$ cat config.mk
export PLATFORM = sky130hd
export DESIGN_NAME = bus_remote_local
export DESIGN_NICKNAME = d
export VERILOG_FILES = /design/src/core/ifc_qualifier.v /design/src/core/status_sets.v /design/src/core/bus_remote_local.v
export VERILOG_INCLUDE_DIRS = /design/src /design/src/core
export SDC_FILE = /design/constraint.sdc
export NUM_CORES = 1
export LEC_CHECK = 0
export BUFFER_PORTS_ARGS = -buffer_cell sky130_fd_sc_hd__buf_2
export CELL_PAD_IN_SITES_DETAIL_PLACEMENT = 1
export CELL_PAD_IN_SITES_GLOBAL_PLACEMENT = 2
export CORE_ASPECT_RATIO = 0.6
export CORE_MARGIN = 4
export CORE_UTILIZATION = 27
export DETAILED_ROUTE_END_ITERATION = 10
export GPL_TIMING_DRIVEN = 0
export PLACE_DENSITY_LB_ADDON = 0.1
export RECOVER_POWER = 50
export SETUP_SLACK_MARGIN = 0.15
export SLEW_MARGIN = 20
export SYNTH_ARGS = -nofsm -noshare
export SYNTH_HDL_FRONTEND = slang
export SYNTH_SLANG_ARGS = --single-unit
$ cat constraint.sdc
create_clock -name clk -period 4.5 [get_ports clk]
set_input_delay 0.45 -clock clk [delete_from_list [all_inputs] [get_ports clk]]
set_output_delay 0.45 -clock clk [all_outputs]
set_load 0.02 [all_outputs]
$ cat src/core/bus_port_consts.vh
// Constants for the bus remote/local interface block
`ifndef BUS_PORT_CONSTS_VH
`define BUS_PORT_CONSTS_VH

// =====================================================================
// Command codes on cmd_code
`define CMD_NONE 4'h0
`define CMD_IFC 4'h1
`define CMD_LLO 4'h2
`define CMD_GTL 4'h3
`define CMD_DCL 4'h4
`define CMD_SDC 4'h5
`define CMD_GET 4'h6
`define CMD_SPE 4'h7
`define CMD_SPD 4'h8
`define CMD_UNT 4'h9
`define CMD_UNL 4'ha
`define CMD_MTA 4'hb
`define CMD_MLA 4'hc
`define CMD_OTA 4'hd

// =====================================================================
// Status byte and condition register bit positions and sizes
`define STB_MAV 4
`define STB_RQS 6
`define OPER_MEAS 4
`define COND_W 16
`define NUM_SETS 4

// =====================================================================
// Trigger layers and clear timing
`define LAYER_ARM 0
`define LAYER_SCAN 1
`define LAYER_MEAS 2
`define IFC_MIN_NS 100000
`define CLK_NS 10
`define IFC_CYC ((`IFC_MIN_NS + `CLK_NS - 1) / `CLK_NS)
`define IFC_CNT_W 14

`endif

$ cat src/core/ifc_qualifier.v
// Interface-clear line qualifier: pulses once after a long enough hold
`timescale 1ns/1ns
`include "bus_port_consts.vh"

module ifc_qualifier (
   input wire clk,
   input wire rst,
   input wire ce,
   input wire ifc_line,
   output reg ifc_pulse
);

   reg [`IFC_CNT_W-1:0] cnt_q;

   // =====================================================================
   // Hold counter
   // Shorter glitches are ignored so line noise cannot drop addressing
   always @(posedge clk or posedge rst) begin
      if (rst) begin
         cnt_q <= {`IFC_CNT_W{1'b0}};
         ifc_pulse <= 1'b0;
      end else if (ce) begin
         ifc_pulse <= 1'b0;
         if (!ifc_line) begin
            cnt_q <= {`IFC_CNT_W{1'b0}};
         end else if (cnt_q != `IFC_CYC) begin
            cnt_q <= cnt_q + 1'b1;
            // minimum hold reached
            if (cnt_q == `IFC_CYC - 1) begin
               ifc_pulse <= 1'b1;
            end
         end
      end
   end

endmodule // ifc_qualifier

$ cat src/core/status_sets.v
// Condition registers of the status sets and their summary bits
`timescale 1ns/1ns
`include "bus_port_consts.vh"

module status_sets (
   input wire clk,
   input wire rst,
   input wire ce,
   input wire [`NUM_SETS*`COND_W-1:0] cond_in,
   input wire meas_busy,
   input wire [`NUM_SETS*`COND_W-1:0] cond_mask,
   output reg [`NUM_SETS*`COND_W-1:0] cond_q,
   output reg [`NUM_SETS-1:0] summary_q
);

   // =====================================================================
   // One condition register per set
   genvar g;
   generate
      for (g = 0; g < `NUM_SETS; g = g + 1) begin : set_g
         wire [`COND_W-1:0] live;
         // measuring bit tracks busy
         assign live = (g == 0) ?
            ((cond_in[g*`COND_W +: `COND_W] & ~(16'h0001 << `OPER_MEAS))
             | ({{(`COND_W-1){1'b0}}, meas_busy} << `OPER_MEAS))
            : cond_in[g*`COND_W +: `COND_W];
         // each set feeds a summary
         always @(posedge clk or posedge rst) begin
            if (rst) begin
               cond_q[g*`COND_W +: `COND_W] <= {`COND_W{1'b0}};
               summary_q[g] <= 1'b0;
            end else if (ce) begin
               cond_q[g*`COND_W +: `COND_W] <= live;
               summary_q[g] <= |(live & cond_mask[g*`COND_W +: `COND_W]);
            end
         end
      end
   endgenerate

endmodule // status_sets

$ cat src/core/bus_remote_local.v
// Instrument-side remote/local, addressing, clear and poll logic
// Contract
// Interface clear: local, talker and listener idle
// Interface clear keeps settings and events
// Controller holds clear at least 100 us
// Lockout ignores all keys but power
// Go-to-local leaves remote, ends lockout
// Device clear empties buffers, cancels commands
// Device clear keeps settings and data
// Universal clear acts even when unaddressed
// Selected clear only when addressed listener
// Bus trigger fires layers sourced from bus
// Serial poll returns status byte anytime
// Remote needs listen address with enable
// Talk address sets talker; idle conditions
// Listen address sets listener; idle conditions
// Service request lit until poll or cleared
// Local key cancels remote unless locked
// Condition registers real time, measuring bit
// Four status sets feed status byte
// Message available follows output queue
// Unsourced bus trigger silently ignored
`timescale 1ns/1ns
`include "bus_port_consts.vh"

module bus_remote_local (
   input wire clk,
   input wire rst,
   input wire ce,
   input wire ren_line,
   input wire ifc_line,
   input wire cmd_valid,
   input wire [3:0] cmd_code,
   input wire key_local,
   input wire [7:0] key_other,
   input wire [2:0] trig_src_bus,
   input wire outq_not_empty,
   input wire errq_not_empty,
   input wire [`NUM_SETS*`COND_W-1:0] cond_in,
   input wire [`NUM_SETS*`COND_W-1:0] cond_mask,
   input wire meas_busy,
   input wire [7:0] sre_mask,
   input wire stb_read,
   output reg remote_indicator,
   output reg talk_indicator,
   output reg listener_indicator,
   output reg lockout_q,
   output reg srq_indicator,
   output reg [7:0] key_out,
   output reg clear_pulse,
   output reg [2:0] trig_pulse,
   output reg spoll_active,
   output reg [7:0] spoll_byte,
   output reg [7:0] stb_q,
   output reg display_restore,
   output wire [`NUM_SETS*`COND_W-1:0] cond_regs
);

   wire ifc_pulse;
   wire [`NUM_SETS-1:0] summary;
   wire cmd;
   wire [7:0] stb_live;
   wire rqs_d;
   reg rqs_q;
   reg rqs_armed_q;

   assign cmd = ce && cmd_valid;

   // =====================================================================
   // Submodules
   ifc_qualifier u_ifc (
      .clk(clk),
      .rst(rst),
      .ce(ce),
      .ifc_line(ifc_line),
      .ifc_pulse(ifc_pulse)
   );

   status_sets u_sets (
      .clk(clk),
      .rst(rst),
      .ce(ce),
      .cond_in(cond_in),
      .meas_busy(meas_busy),
      .cond_mask(cond_mask),
      .cond_q(cond_regs),
      .summary_q(summary)
   );

   // =====================================================================
   // Status byte assembly
   // summaries into status byte
   // message available from queue
   assign stb_live = {summary[0], 1'b0, 1'b0, outq_not_empty,
                      summary[3], errq_not_empty, summary[2], summary[1]};
   // Any enabled status byte bit, bit 6 excluded
   assign rqs_d = |(stb_live & sre_mask & 8'hbf);

   // =====================================================================
   // Addressing states
   always @(posedge clk or posedge rst) begin
      if (rst) begin
         talk_indicator <= 1'b0;
         listener_indicator <= 1'b0;
      end else if (ce) begin
         // clear wins over addressing
         if (ifc_pulse) begin
            talk_indicator <= 1'b0;
            listener_indicator <= 1'b0;
         end else if (cmd) begin
            case (cmd_code)
               // own talk address
               `CMD_MTA: begin
                  talk_indicator <= 1'b1;
                  // addressed to talk
                  listener_indicator <= 1'b0;
               end
               // own listen address
               `CMD_MLA: begin
                  listener_indicator <= 1'b1;
                  // addressed to listen
                  talk_indicator <= 1'b0;
               end
               `CMD_UNT: talk_indicator <= 1'b0;
               `CMD_UNL: listener_indicator <= 1'b0;
               // Another device talks, so we stop
               `CMD_OTA: talk_indicator <= 1'b0;
               default: begin
                  talk_indicator <= talk_indicator;
               end
            endcase
         end
      end
   end

   // =====================================================================
   // Remote and lockout
   always @(posedge clk or posedge rst) begin
      if (rst) begin
         remote_indicator <= 1'b0;
         lockout_q <= 1'b0;
         display_restore <= 1'b0;
      end else if (ce) begin
         display_restore <= 1'b0;
         // clear returns to local
         if (ifc_pulse) begin
            remote_indicator <= 1'b0;
         // go to local
         end else if (cmd && cmd_code == `CMD_GTL) begin
            remote_indicator <= 1'b0;
            lockout_q <= 1'b0;
            display_restore <= 1'b1;
         // listen address with enable
         end else if (cmd && cmd_code == `CMD_MLA && ren_line) begin
            remote_indicator <= 1'b1;
         // local key unless locked
         end else if (key_local && !lockout_q && remote_indicator) begin
            remote_indicator <= 1'b0;
            display_restore <= 1'b1;
         end
         // Lockout persists until go-to-local; dropping enable also frees
         if (cmd && cmd_code == `CMD_LLO) begin
            lockout_q <= 1'b1;
         end
         if (!ren_line) begin
            remote_indicator <= 1'b0;
            lockout_q <= 1'b0;
         end
      end
   end

   // =====================================================================
   // Front-panel key gating
   // lockout blocks keys; R12: remote blocks all but local
   always @(posedge clk or posedge rst) begin
      if (rst) begin
         key_out <= 8'h00;
      end else if (ce) begin
         if (lockout_q || remote_indicator) begin
            key_out <= 8'h00;
         end else begin
            key_out <= key_other;
         end
      end
   end

   // =====================================================================
   // Device clear and trigger
   always @(posedge clk or posedge rst) begin
      if (rst) begin
         clear_pulse <= 1'b0;
         trig_pulse <= 3'h0;
      end else if (ce) begin
         clear_pulse <= 1'b0;
         trig_pulse <= 3'h0;
         if (cmd) begin
            case (cmd_code)
               // universal clear, any address
               // buffers emptied by clear_pulse
               // settings untouched here
               `CMD_DCL: clear_pulse <= 1'b1;
               // only when listening
               `CMD_SDC: clear_pulse <= listener_indicator;
               // per layer source
               // unsourced trigger dropped
               `CMD_GET: begin
                  if (listener_indicator) begin
                     trig_pulse <= trig_src_bus;
                  end
               end
               default: clear_pulse <= 1'b0;
            endcase
         end
      end
   end
   // interface clear touches none of the above

   // =====================================================================
   // Serial poll and service request
   always @(posedge clk or posedge rst) begin
      if (rst) begin
         spoll_active <= 1'b0;
         spoll_byte <= 8'h00;
         stb_q <= 8'h00;
         rqs_q <= 1'b0;
         rqs_armed_q <= 1'b0;
         srq_indicator <= 1'b0;
      end else if (ce) begin
         stb_q <= {stb_live[7], rqs_d, stb_live[5:0]};
         rqs_armed_q <= rqs_d;
         // new request sets, poll or loss clears
         if (rqs_d && !rqs_armed_q) begin
            rqs_q <= 1'b1;
         end else if (!rqs_d || (stb_read && spoll_active)) begin
            rqs_q <= 1'b0;
         end
         srq_indicator <= (rqs_d && !rqs_armed_q) ||
                          (rqs_q && rqs_d && !(stb_read && spoll_active));
         // poll mode by enable/disable
         if (ifc_pulse || (cmd && cmd_code == `CMD_SPD)) begin
            spoll_active <= 1'b0;
         end else if (cmd && cmd_code == `CMD_SPE) begin
            spoll_active <= 1'b1;
         end
         spoll_byte <= {stb_live[7], rqs_q, stb_live[5:0]};
      end
   end

endmodule // bus_remote_local

==> results of run 1 <==
==> per-layer routing <==
metal | GRT usage (%) | vias to the layer above | share of wire [%]
li1 | - | 2109 | -
met1 | 23.3 | 2239 | 47
met2 | 26.1 | 172 | 44
met3 | 5.56 | 11 | 8.1
met4 | 3.57 | 0 | 0.77
met5 | 0 | - | 0
==> flip-flops by register name, summed over array words and instances (netlist names) <==
signal / flops
u_sets.cond_q: 64
stb_q: 7
u_ifc.cnt_q: 14
u_ifc.ifc_pulse: 1
trig_pulse: 3
lockout_q: 1
spoll_byte: 1
key_out: 8
display_restore: 1
listener_indicator: 1
spoll_active: 1
u_sets.summary_q: 4
talk_indicator: 1
clear_pulse: 1
rqs_q: 1
srq_indicator: 1
remote_indicator: 1
==> synth_stat cells, types with 2 or more instances <==
master,n
sky130_fd_sc_hd__nand4_1,9
sky130_fd_sc_hd__mux2i_1,3
sky130_fd_sc_hd__a22oi_1,11
sky130_fd_sc_hd__o211ai_1,4
sky130_fd_sc_hd__nand2_1,15
sky130_fd_sc_hd__nor3_1,6
sky130_fd_sc_hd__nor3b_1,2
sky130_fd_sc_hd__a21oi_1,6
sky130_fd_sc_hd__buf_4,10
sky130_fd_sc_hd__inv_1,22
sky130_fd_sc_hd__ha_1,2
sky130_fd_sc_hd__a32o_1,6
sky130_fd_sc_hd__nand2b_1,7
sky130_fd_sc_hd__and3_1,6
sky130_fd_sc_hd__a22o_1,12
sky130_fd_sc_hd__buf_2,7
sky130_fd_sc_hd__o21ai_0,16
sky130_fd_sc_hd__o2bb2ai_1,2
sky130_fd_sc_hd__o31ai_1,2
sky130_fd_sc_hd__a41oi_1,4
sky130_fd_sc_hd__a221oi_1,12
sky130_fd_sc_hd__nor2_1,9
sky130_fd_sc_hd__and2_1,2
sky130_fd_sc_hd__mux2_2,72
sky130_fd_sc_hd__nor4bb_1,2
sky130_fd_sc_hd__o21ai_1,3
sky130_fd_sc_hd__nand3_1,23
sky130_fd_sc_hd__dfrtp_1,111
sky130_fd_sc_hd__clkbuf_1,10
sky130_fd_sc_hd__a31oi_1,4
sky130_fd_sc_hd__and4b_1,2
sky130_fd_sc_hd__nor2b_1,2
==> worst min-delay path by stage <==
stage / from / end / slack, ns / depth (start not counted)
CTS: rst / u_sets.cond_q[25] / 0.20 / 2
detailed placement: u_sets.cond_q[41] / u_sets.cond_q[41] / 0.49 / 1
floorplan: rqs_q / rqs_q / 0.47 / 1
finish: trig_src_bus[1] / trig_pulse[1] / 0.32 / 3
global placement: u_sets.cond_q[37] / u_sets.cond_q[37] / 0.49 / 1
global route: trig_src_bus[1] / trig_pulse[1] / 0.32 / 3
==> final cells by class <==
cell class              instances  area [um^2]
clock buffers                  11          243
diodes                          1         2.50
well taps                     240          300
clock inverters                 5         41.3
flip-flops and latches        111         2780
inverters                      22         83.8
multi-input cells             261         2060
plain buffers                  28          151
fillers                      2126        11400
repair buffers                255         1240
==> where the power goes <==
| group | leakage (nW) | switching, mW | internal (mW) |
|---|---|---|---|
| Sequential | 1.33 | 0.0568 | 1.09 |
| Clock | 0.133 | 0.398 | 0.397 |
| Combinational | 1.70 | 0.290 | 0.203 |
| Total | 3.16 | 0.745 | 1.69 |
==> stage by stage <==
step	cells	hold slack (ns)	area (um^2)
after floorplan	422	0.467	5070
after global placement	916	0.485	6640
after detailed placement	917	0.491	6670
after CTS	933	0.202	6960
after global routing	933	0.321	6890
final	934	0.315	6900
==> cell families (layout without fill, tap and decap cells) <==
logic type | Yosys count | after routing | synth area share [%]
AOI/OAI and AO/OA | 91 | 91 | 13.4
adders and majority gates | 2 | 2 | 0.494
buffers and inverters | 50 | 321 | 4.62
DFF | 111 | 111 | 54.8
muxes | 75 | 75 | 16.6
other | 1 | 3 | 0.0740
and+or+nand+nor | 91 | 91 | 10.0
==> impl_metrics.json, run 1 <==
{
  "timing_max_transition_violations_final": 64,
  "via_count": 4531,
  "r2r.worst_path.cells": 7,
  "cts_made_buffers": 9,
  "vias_per_cell": 4.85,
  "worst_setup_path_start_kind": "input port",
  "initial_core_util_pct": 27.7,
  "arrival_ns": 2.34,
  "design.die.area_um2": 21100,
  "worst_setup_path_startpoint": "rst",
  "dp_hpwl_um": 14300,
  "netlist-cell-type-count": 49,
  "totalNegativeSetupSlack_ns": 0,
  "total_power_mw": 2.43,
  "floorplan.die.width_um": 185,
  "syn_area_um2": 5060,
  "min_path_type": "input port to flop",
  "grt_use_total_pct": 16.9,
  "critical-path-top-delay-family": "buffers and inverters",
  "final-hold-violation-count": 0,
  "leakage_power_nw": 3.16,
  "detail_route.iter0.violations": 185,
  "grt_setup_unrepaired": "no",
  "number_of_antenna_violations_at_the_first_check_in_global_routing": 0,
  "fin_ws_ns": 2.13,
  "violations": "capacitance limit, slew limit",
  "gp_routability_congestion": 0.821,
  "final_cell_mix": "sky130_fd_sc_hd__buf_2 (214), sky130_fd_sc_hd__dfrtp_1 (111), sky130_fd_sc_hd__mux2_2 (72), sky130_fd_sc_hd__clkbuf_1 (58), sky130_fd_sc_hd__nand3_1 (23)",
  "synth.top_cell.area_share_pct": 54.8,
  "postCtsHoldBufs": 0,
  "asyncSetResetFlopFracSynth_pct": 100,
  "avgSynthCellArea_um2": 12.0,
  "final.setup_skew_ns": 0.00858,
  "finalCoreUtilization_pct": 37.8,
  "final_common_cell": "sky130_fd_sc_hd__buf_2",
  "max_stage_delay_ns": 1.73,
  "synthCells": 421,
  "setup_violations_final": 0,
  "grt_start_max_net_pins": 65,
  "worstSkewPairLatency_ns": 0.36,
  "routed_wl_um": 18100,
  "ir_drop_v": 0.000164,
  "power_per_cell_area_nw_per_um2": 353,
  "yosys_most_used_dff": "sky130_fd_sc_hd__dfrtp_1",
  "cts_root_buf": "sky130_fd_sc_hd__clkbuf_16",
  "firstDrtPassIters": 4,
  "clock_path_buffers": 2,
  "r2r_end": "u_ifc.cnt_q[4]",
  "wire_per_inst_um": 19.4,
  "worstReg2RegStart": "u_ifc.cnt_q[0]",
  "setup_crit_end": "u_sets.cond_q[58]",
  "drc_errors": 0,
  "cts_repair_resize_count": 0,
  "crit_path_top_delay_cell": "sky130_fd_sc_hd__clkinvlp_2",
  "global_route_wire_length_before_repair_um": 27700,
  "status": "complete, but fails checks",
  "worst-slew-pin-transition_ns": 3.12,
  "final_min_period_over_clock_period_pct": 52.7,
  "worst_path_cell_trace": "clkbuf_1, clkinvlp_2",
  "grt_total_ovfl": 0,
  "number_of_nets_in_the_layout": 852,
  "synth.ff_latch_count": 111,
  "maximum_operating_frequency_mhz": 422,
  "r2r_slack_ns": 2.49,
  "top_level_ports": 261,
  "layout-area-overhead-vs-synth_pct": 36.2,
  "port-buffer-count": 254,
  "final_layout_size_suffix_gt1_share_pct": 45.3,
  "synth.yosys.seq_area_share_pct": 54.8,
  "core.rowCount": 38,
  "ant_nets": 0,
  "synth_area_leaders": "sky130_fd_sc_hd__dfrtp_1 (55%), sky130_fd_sc_hd__mux2_2 (16%), sky130_fd_sc_hd__nand3_1 (2.3%)",
  "place_ws_ns": 2.11,
  "floorplan_core_area_um2": 18300,
  "cts_setup_buffers": 0,
  "number_of_synthesized_flops_with_an_enable_pin": 0,
  "first_global_vias": 4862,
  "clock_tree_from_tritoncts": "done",
  "path_clk_slew_ns": 0.08,
  "die_height_um": 114,
  "cp_num_buf_inv": 2,
  "cts.sink_count": 111,
  "worstSetupPathDepth": 2,
  "number_of_maximum_capacitance_constraint_violations": 1,
  "yosysTopAreaCell": "sky130_fd_sc_hd__dfrtp_1",
  "synthesis.yosys.warnings": 0,
  "minimum_clock_period_ns": 2.37,
  "critical_path_required_ns": 4.47,
  "worst_setup_path_end_kind": "asynchronous set/reset pin",
  "critical_path.max_fanout": 64,
  "h-tree-depth": 3,
  "path_class": "input port to asynchronous set/reset pin",
  "worst_slew_margin_rel_pct": -109
}
Power figures use the tool's default switching activity.
==> run 2, diff against run 1 <==
CORE_UTILIZATION = 24   (was 27)
clock period = 2.15 ns   (was 4.5 ns; I/O delays follow)
==> run 2 against run 1 <==
Effect of this change: the run now ends clean; critical path depth rose by 5; sequential power rose by 110%; final cell count grew 4.3%; flip-flop and latch count unchanged; register-to-register slack worse by 2.2 ns; largest cell class unchanged; first-iteration DRC count shrank 29%; worst setup slack worse by 1.9 ns.
==> impl_metrics.json, run 2 (synthesis results as in run 1) <==
{
  "status": "complete, no violations",
  "final-hold-violation-count": 0,
  "max_reg_flops": 64,
  "num-fill-cells": 2408,
  "ant_nets": 0,
  "clock_tree_from_tritoncts": "done",
  "final.setup_skew_ns": 0.00894,
  "layout-area-overhead-vs-synth_pct": 38.1,
  "global_route_wire_length_before_repair_um": 29500,
  "ir_drop_v": 0.000359,
  "detail_route.iter0.violations": 132,
  "floorplan_core_area_um2": 20400,
  "minimum_clock_period_ns": 1.89,
  "largest_register": "u_sets.cond_q",
  "place_ws_ns": -0.0247,
  "die_height_um": 121,
  "routed_wl_um": 19300,
  "via_count": 4568,
  "cts.sink_count": 111,
  "core.rowCount": 40,
  "final_cell_mix": "sky130_fd_sc_hd__buf_2 (171), sky130_fd_sc_hd__dfrtp_1 (111), sky130_fd_sc_hd__clkbuf_1 (99), sky130_fd_sc_hd__mux2_2 (72), sky130_fd_sc_hd__nand3_1 (23)",
  "leakage_power_nw": 3.10,
  "number_of_antenna_violations_at_the_first_check_in_global_routing": 3,
  "path_clk_slew_ns": 0.08,
  "drc_errors": 0,
  "worstReg2RegStart": "u_ifc.cnt_q[0]",
  "worst_setup_path_start_kind": "flop",
  "worst-slew-pin-transition_ns": 0.958,
  "hold_slack_ns": 0.0707,
  "wire_per_inst_um": 19.9,
  "final_min_period_over_clock_period_pct": 88.0,
  "final_common_cell": "sky130_fd_sc_hd__buf_2",
  "setup_violations_final": 0,
  "first_global_vias": 4992,
  "antenna_cells": 0,
  "sequential_cell_area_um2": 2780,
  "timing_max_transition_violations_final": 0,
  "port-buffer-count": 254,
  "firstDrtPassIters": 4,
  "fin_ws_ns": 0.257,
  "critical_path_required_ns": 2.40,
  "final_layout_size_suffix_gt1_share_pct": 40.1,
  "top_level_ports": 261,
  "critical_path.max_fanout": 10,
  "cts_made_buffers": 9,
  "worstSkewPairLatency_ns": 0.36,
  "gp_routability_congestion": 0.855,
  "number_of_maximum_capacitance_constraint_violations": 0,
  "design.die.area_um2": 23600,
  "setup_crit_end": "u_ifc.cnt_q[4]",
  "r2r.worst_path.cells": 7,
  "power_per_cell_area_nw_per_um2": 739,
  "vias_per_cell": 4.69,
  "path_class": "flop to flop",
  "grt_total_ovfl": 0,
  "layout_top_registers": "u_sets.cond_q: 64 flops, u_ifc.cnt_q: 14 flops, key_out: 8 flops",
  "worst_setup_path_end_kind": "flop",
  "area_of_the_multi_input_gates_um2": 2070,
  "r2r_end": "u_ifc.cnt_q[4]",
  "worst_setup_path_startpoint": "u_ifc.cnt_q[0]",
  "arrival_ns": 2.14,
  "grt_use_total_pct": 16.0,
  "clock_path_buffers": 2,
  "maximum_operating_frequency_mhz": 528,
  "grt_setup_unrepaired": "yes",
  "floorplan.die.width_um": 196,
  "number_of_nets_in_the_layout": 860,
  "place.detailed.instances": 953,
  "h-tree-depth": 3,
  "layout.cells.non_filler": 974,
  "r2r_slack_ns": 0.26,
  "initial_core_util_pct": 24.9,
  "grt_start_max_net_pins": 29,
  "total_power_mw": 5.17,
  "worst_slew_margin_rel_pct": 35.8,
  "cts_root_buf": "sky130_fd_sc_hd__clkbuf_16",
  "dp_hpwl_um": 15500,
  "min_path_type": "input port to flop"
}
## run 2: worst min path at each step
stage | startpoint | end | slack (ns) | cells past startpoint
final | trig_src_bus[2] | trig_pulse[2] | 0.07 | 3
after detailed placement | rst | u_sets.cond_q[53] | 0.27 | 2
after floorplan | trig_src_bus[0] | trig_pulse[0] | 0.34 | 2
after global routing | cond_in[41] | u_sets.cond_q[41] | 0.08 | 2
after CTS | trig_src_bus[2] | trig_pulse[2] | 0.06 | 3
after global placement | trig_src_bus[2] | trig_pulse[2] | 0.44 | 3
## run 2: where the power goes
part           total, mW  internal [mW]  switching, mW
Clock               1.73          0.852          0.877
Combinational       1.04          0.419          0.618
Sequential          2.40           2.27          0.126
Total               5.17           3.54           1.62
## run 2: per-layer routing
layer | global-route usage [%] | wire length (um) | part of all wire, % | vias up
met4 | 3.31 | 225 | 1.2 | 6
met1 | 20.9 | 8850 | 46 | 2252
met2 | 25.6 | 8740 | 45 | 164
met5 | 0 | 34 | 0.18 | -
li1 | - | - | - | 2127
met3 | 6.04 | 1500 | 7.7 | 19
## run 2: what timing repair did
item | 4_1_cts | 5_1_grt
hold endpoints to repair | 18 | 0
endpoints found under the setup margin | 6 | 7
gates resized for setup | 2 | 2
pin swaps | 1 | 2
setup buffers | 1 | 3
hold buffers | 1 | 0
## run 2: final cells by class
class,count,area share [%]
inverter,22,1.20
multi-input combinational,261,29.6
buffer,28,2.24
clock inverter,6,0.877
timing repair buffer,263,18.0
tap,273,4.88
clock buffer,10,3.42
sequential,111,39.7
## run 2: through the flow
step	setup TNS, ns	utilization, %	instance area, um^2
2_1_floorplan	0	-	5070
3_3_place_gp	-34.73	32.8	6690
3_5_place_dp	-0.0784	33.2	6770
4_1_cts	0	34.8	7100
5_1_grt	0	34.3	6990
6_report	0	34.3	6990
## run 2: critical path, stage by stage (launching register included)
cell	delay, ns
sky130_fd_sc_hd__dfrtp_1	0.40
sky130_fd_sc_hd__inv_1	0.10
sky130_fd_sc_hd__ha_1	0.16
sky130_fd_sc_hd__nor4bb_4	0.27
sky130_fd_sc_hd__nand4_1	0.22
sky130_fd_sc_hd__and2_1	0.23
sky130_fd_sc_hd__buf_6	0.15
sky130_fd_sc_hd__a32o_1	0.26
==> run 3, diff against run 2 <==
--- a/config.mk
+++ b/config.mk
@@ -8,9 +8,9 @@
 export LEC_CHECK = 0
 export BUFFER_PORTS_ARGS = -buffer_cell sky130_fd_sc_hd__buf_2
-export CELL_PAD_IN_SITES_DETAIL_PLACEMENT = 1
-export CELL_PAD_IN_SITES_GLOBAL_PLACEMENT = 2
+export CELL_PAD_IN_SITES_DETAIL_PLACEMENT = 0
+export CELL_PAD_IN_SITES_GLOBAL_PLACEMENT = 1
 export CORE_ASPECT_RATIO = 0.6
 export CORE_MARGIN = 4
-export CORE_UTILIZATION = 24
+export CORE_UTILIZATION = 31
 export DETAILED_ROUTE_END_ITERATION = 10
 export GPL_TIMING_DRIVEN = 0
==> constraint.sdc (replaced) <==
create_clock -name clk -period 2.15 [get_ports clk]
set_input_delay 0.215 -clock clk [delete_from_list [all_inputs] [get_ports clk]]
set_output_delay 0.215 -clock clk [all_outputs]
set_load 0.05 [all_outputs]
==> run 3 against run 2 <==
Effect of this change: register-to-register slack better by 0.05 ns; worst setup slack better by 0.049 ns; clock skew up 0.0014 ns; sequential power about the same; fmax up 2.7%; sequential share of layout area up 0.62 points; largest power group unchanged.
==> impl_metrics.json, run 3 (synthesis results as in run 1) <==
{
  "grt_use_total_pct": 17.4,
  "number_of_nets_in_the_layout": 857,
  "top_level_ports": 261,
  "final_common_cell": "sky130_fd_sc_hd__buf_2",
  "hold_depth": 3,
  "cts_root_buf": "sky130_fd_sc_hd__clkbuf_16",
  "max_reg_flops": 64,
  "min_path_type": "input port to flop",
  "first_global_vias": 4653,
  "hold_path.startpoint": "trig_src_bus[0]",
  "clock_tree_from_tritoncts": "done",
  "maximum_operating_frequency_mhz": 542,
  "r2r_end": "u_ifc.cnt_q[4]",
  "ir_drop_v": 0.000470,
  "totalNegativeSetupSlack_ns": 0,
  "number_of_antenna_violations_at_the_first_check_in_global_routing": 2,
  "routed_wl_um": 16700,
  "setup_violations_final": 0,
  "hold_slack_ns": 0.0953,
  "h-tree-depth": 3,
  "timing_max_transition_violations_final": 0,
  "dp_hpwl_um": 13300,
  "final-hold-violation-count": 0,
  "grt_total_ovfl": 0,
  "final_min_period_over_clock_period_pct": 85.8,
  "arrival_ns": 2.07,
  "power_per_cell_area_nw_per_um2": 791,
  "floorplan.die.width_um": 173,
  "place.detailed.instances": 882,
  "minimum_clock_period_ns": 1.84,
  "r2r.worst_path.cells": 7,
  "detail_route.iter0.violations": 209,
  "design.die.area_um2": 18500,
  "worst-slew-pin-transition_ns": 1.36,
  "wire_per_inst_um": 18.5,
  "gp_routability_congestion": 0.804,
  "final.setup_skew_ns": 0.0104,
  "fin_ws_ns": 0.306,
  "min_delay_worst_endpoint": "trig_pulse[0]",
  "die_height_um": 107,
  "global_route_wire_length_before_repair_um": 25800,
  "cts.sink_count": 111,
  "port-buffer-count": 254,
  "antenna_cells": 0,
  "layout.cells.non_filler": 901,
  "leakage_power_nw": 3.11,
  "number_of_maximum_capacitance_constraint_violations": 0,
  "dr_wl_met2_um": 7510,
  "vias_per_cell": 4.97,
  "clock_path_buffers": 2,
  "layout-area-overhead-vs-synth_pct": 35.9,
  "status": "complete, no violations",
  "worst_slew_margin_rel_pct": 8.68,
  "num-fill-cells": 1560,
  "via_count": 4479,
  "worst_setup_path_end_kind": "flop",
  "grt_setup_unrepaired": "no",
  "path_clk_slew_ns": 0.07,
  "r2r_slack_ns": 0.31,
  "final_layout_size_suffix_gt1_share_pct": 41.4,
  "core.rowCount": 35,
  "drc_errors": 0,
  "initial_core_util_pct": 32.3,
  "final_cell_mix": "sky130_fd_sc_hd__buf_2 (182), sky130_fd_sc_hd__dfrtp_1 (111), sky130_fd_sc_hd__clkbuf_1 (89), sky130_fd_sc_hd__mux2_2 (72), sky130_fd_sc_hd__nand3_1 (23)",
  "critical_path.max_fanout": 10,
  "grt_start_max_net_pins": 33,
  "worstSkewPairLatency_ns": 0.34,
  "worstReg2RegStart": "u_ifc.cnt_q[1]",
  "critical_path_required_ns": 2.38,
  "layout_top_registers": "u_sets.cond_q: 64 flops, u_ifc.cnt_q: 14 flops, key_out: 8 flops",
  "path_class": "flop to flop",
  "ant_nets": 0,
  "largest_register": "u_sets.cond_q",
  "detailroute.wirelength.met3_um": 1430,
  "maxUsedRoutingLayer": "met5",
  "floorplan_core_area_um2": 15700,
  "cts_made_buffers": 9,
  "firstDrtPassIters": 5,
  "wl_met1_um": 7650,
  "place_ws_ns": 0.0343,
  "worst_setup_path_start_kind": "flop"
}
## run 3: cell count changes in the layout (fill, tap and decap cells not counted)
cell	before	now
sky130_fd_sc_hd__buf_2	171	182
sky130_fd_sc_hd__clkinv_2	0	1
sky130_fd_sc_hd__clkinv_4	0	1
sky130_fd_sc_hd__inv_6	3	1
sky130_fd_sc_hd__clkbuf_1	99	89
sky130_fd_sc_hd__inv_1	21	20
sky130_fd_sc_hd__clkinv_8	1	0
sky130_fd_sc_hd__buf_16	1	0
sky130_fd_sc_hd__buf_12	1	3
sky130_fd_sc_hd__inv_2	0	1
sky130_fd_sc_hd__buf_4	13	11
sky130_fd_sc_hd__clkbuf_4	2	0
## run 3: per-stage QoR
stage / util (%) / cell area [um^2] / total power, mW
after CTS: 44.3 / 6950 / 5.55
final: 43.9 / 6890 / 5.44
after global placement: 42.1 / 6600 / 3.88
after global routing: 43.9 / 6890 / 5.70
after detailed placement: 42.5 / 6660 / 3.91
after floorplan: - / 5070 / 3.40
## run 3: worst max path at each step
| stage | start | to | slack (ns) | cells after the start |
|---|---|---|---|---|
| 2_1_floorplan | u_ifc.cnt_q[0] | u_ifc.cnt_q[4] | 0.44 | 7 |
| 3_3_place_gp | rst | key_out[5] | -0.24 | 2 |
| 3_5_place_dp | ce | u_sets.summary_q[1] | 0.03 | 4 |
| 4_1_cts | u_ifc.cnt_q[0] | u_ifc.cnt_q[4] | 0.18 | 7 |
| 5_1_grt | u_ifc.cnt_q[1] | u_ifc.cnt_q[7] | 0.15 | 7 |
| 6_report | u_ifc.cnt_q[1] | u_ifc.cnt_q[4] | 0.31 | 7 |
## run 3: where the power goes
| group | total (mW) | switching [mW] | internal (mW) |
|---|---|---|---|
| Combinational | 1.43 | 1.01 | 0.424 |
| Clock | 1.62 | 0.787 | 0.833 |
| Sequential | 2.39 | 0.121 | 2.27 |
| Total | 5.44 | 1.91 | 3.53 |
## run 3: worst max-delay path, cell delays in order (launching register included)
cell and delay, ns:
sky130_fd_sc_hd__dfrtp_1 0.40, sky130_fd_sc_hd__inv_1 0.08, sky130_fd_sc_hd__ha_1 0.14, sky130_fd_sc_hd__nor4bb_4 0.26
sky130_fd_sc_hd__nand4_1 0.23, sky130_fd_sc_hd__and2_1 0.23, sky130_fd_sc_hd__buf_6 0.14, sky130_fd_sc_hd__a32o_1 0.26
## run 3: repair_timing
item	CTS	global route
endpoints found under the hold margin	25	0
gates resized for setup	0	6
buffers inserted	0	2
hold buffers	1	0
setup endpoints to repair	0	11
## run 3: cell type report
class	instances	area, um^2	area share [%]
Multi-Input combinational cell	261	2070	30.1
Tap cell	203	254	3.69
Clock inverter	5	41.3	0.600
Timing Repair Buffer	260	1260	18.3
Clock buffer	11	243	3.53
Sequential cell	111	2780	40.3
Buffer	28	156	2.27
Inverter	22	83.8	1.22
## run 3: layer usage
| layer | up-vias | GRT usage [%] |
|---|---|---|
| met5 | - | 0 |
| met4 | 4 | 2.45 |
| met3 | 8 | 6.34 |
| met2 | 186 | 27.1 |
| met1 | 2171 | 24.0 |
| li1 | 2110 | - |
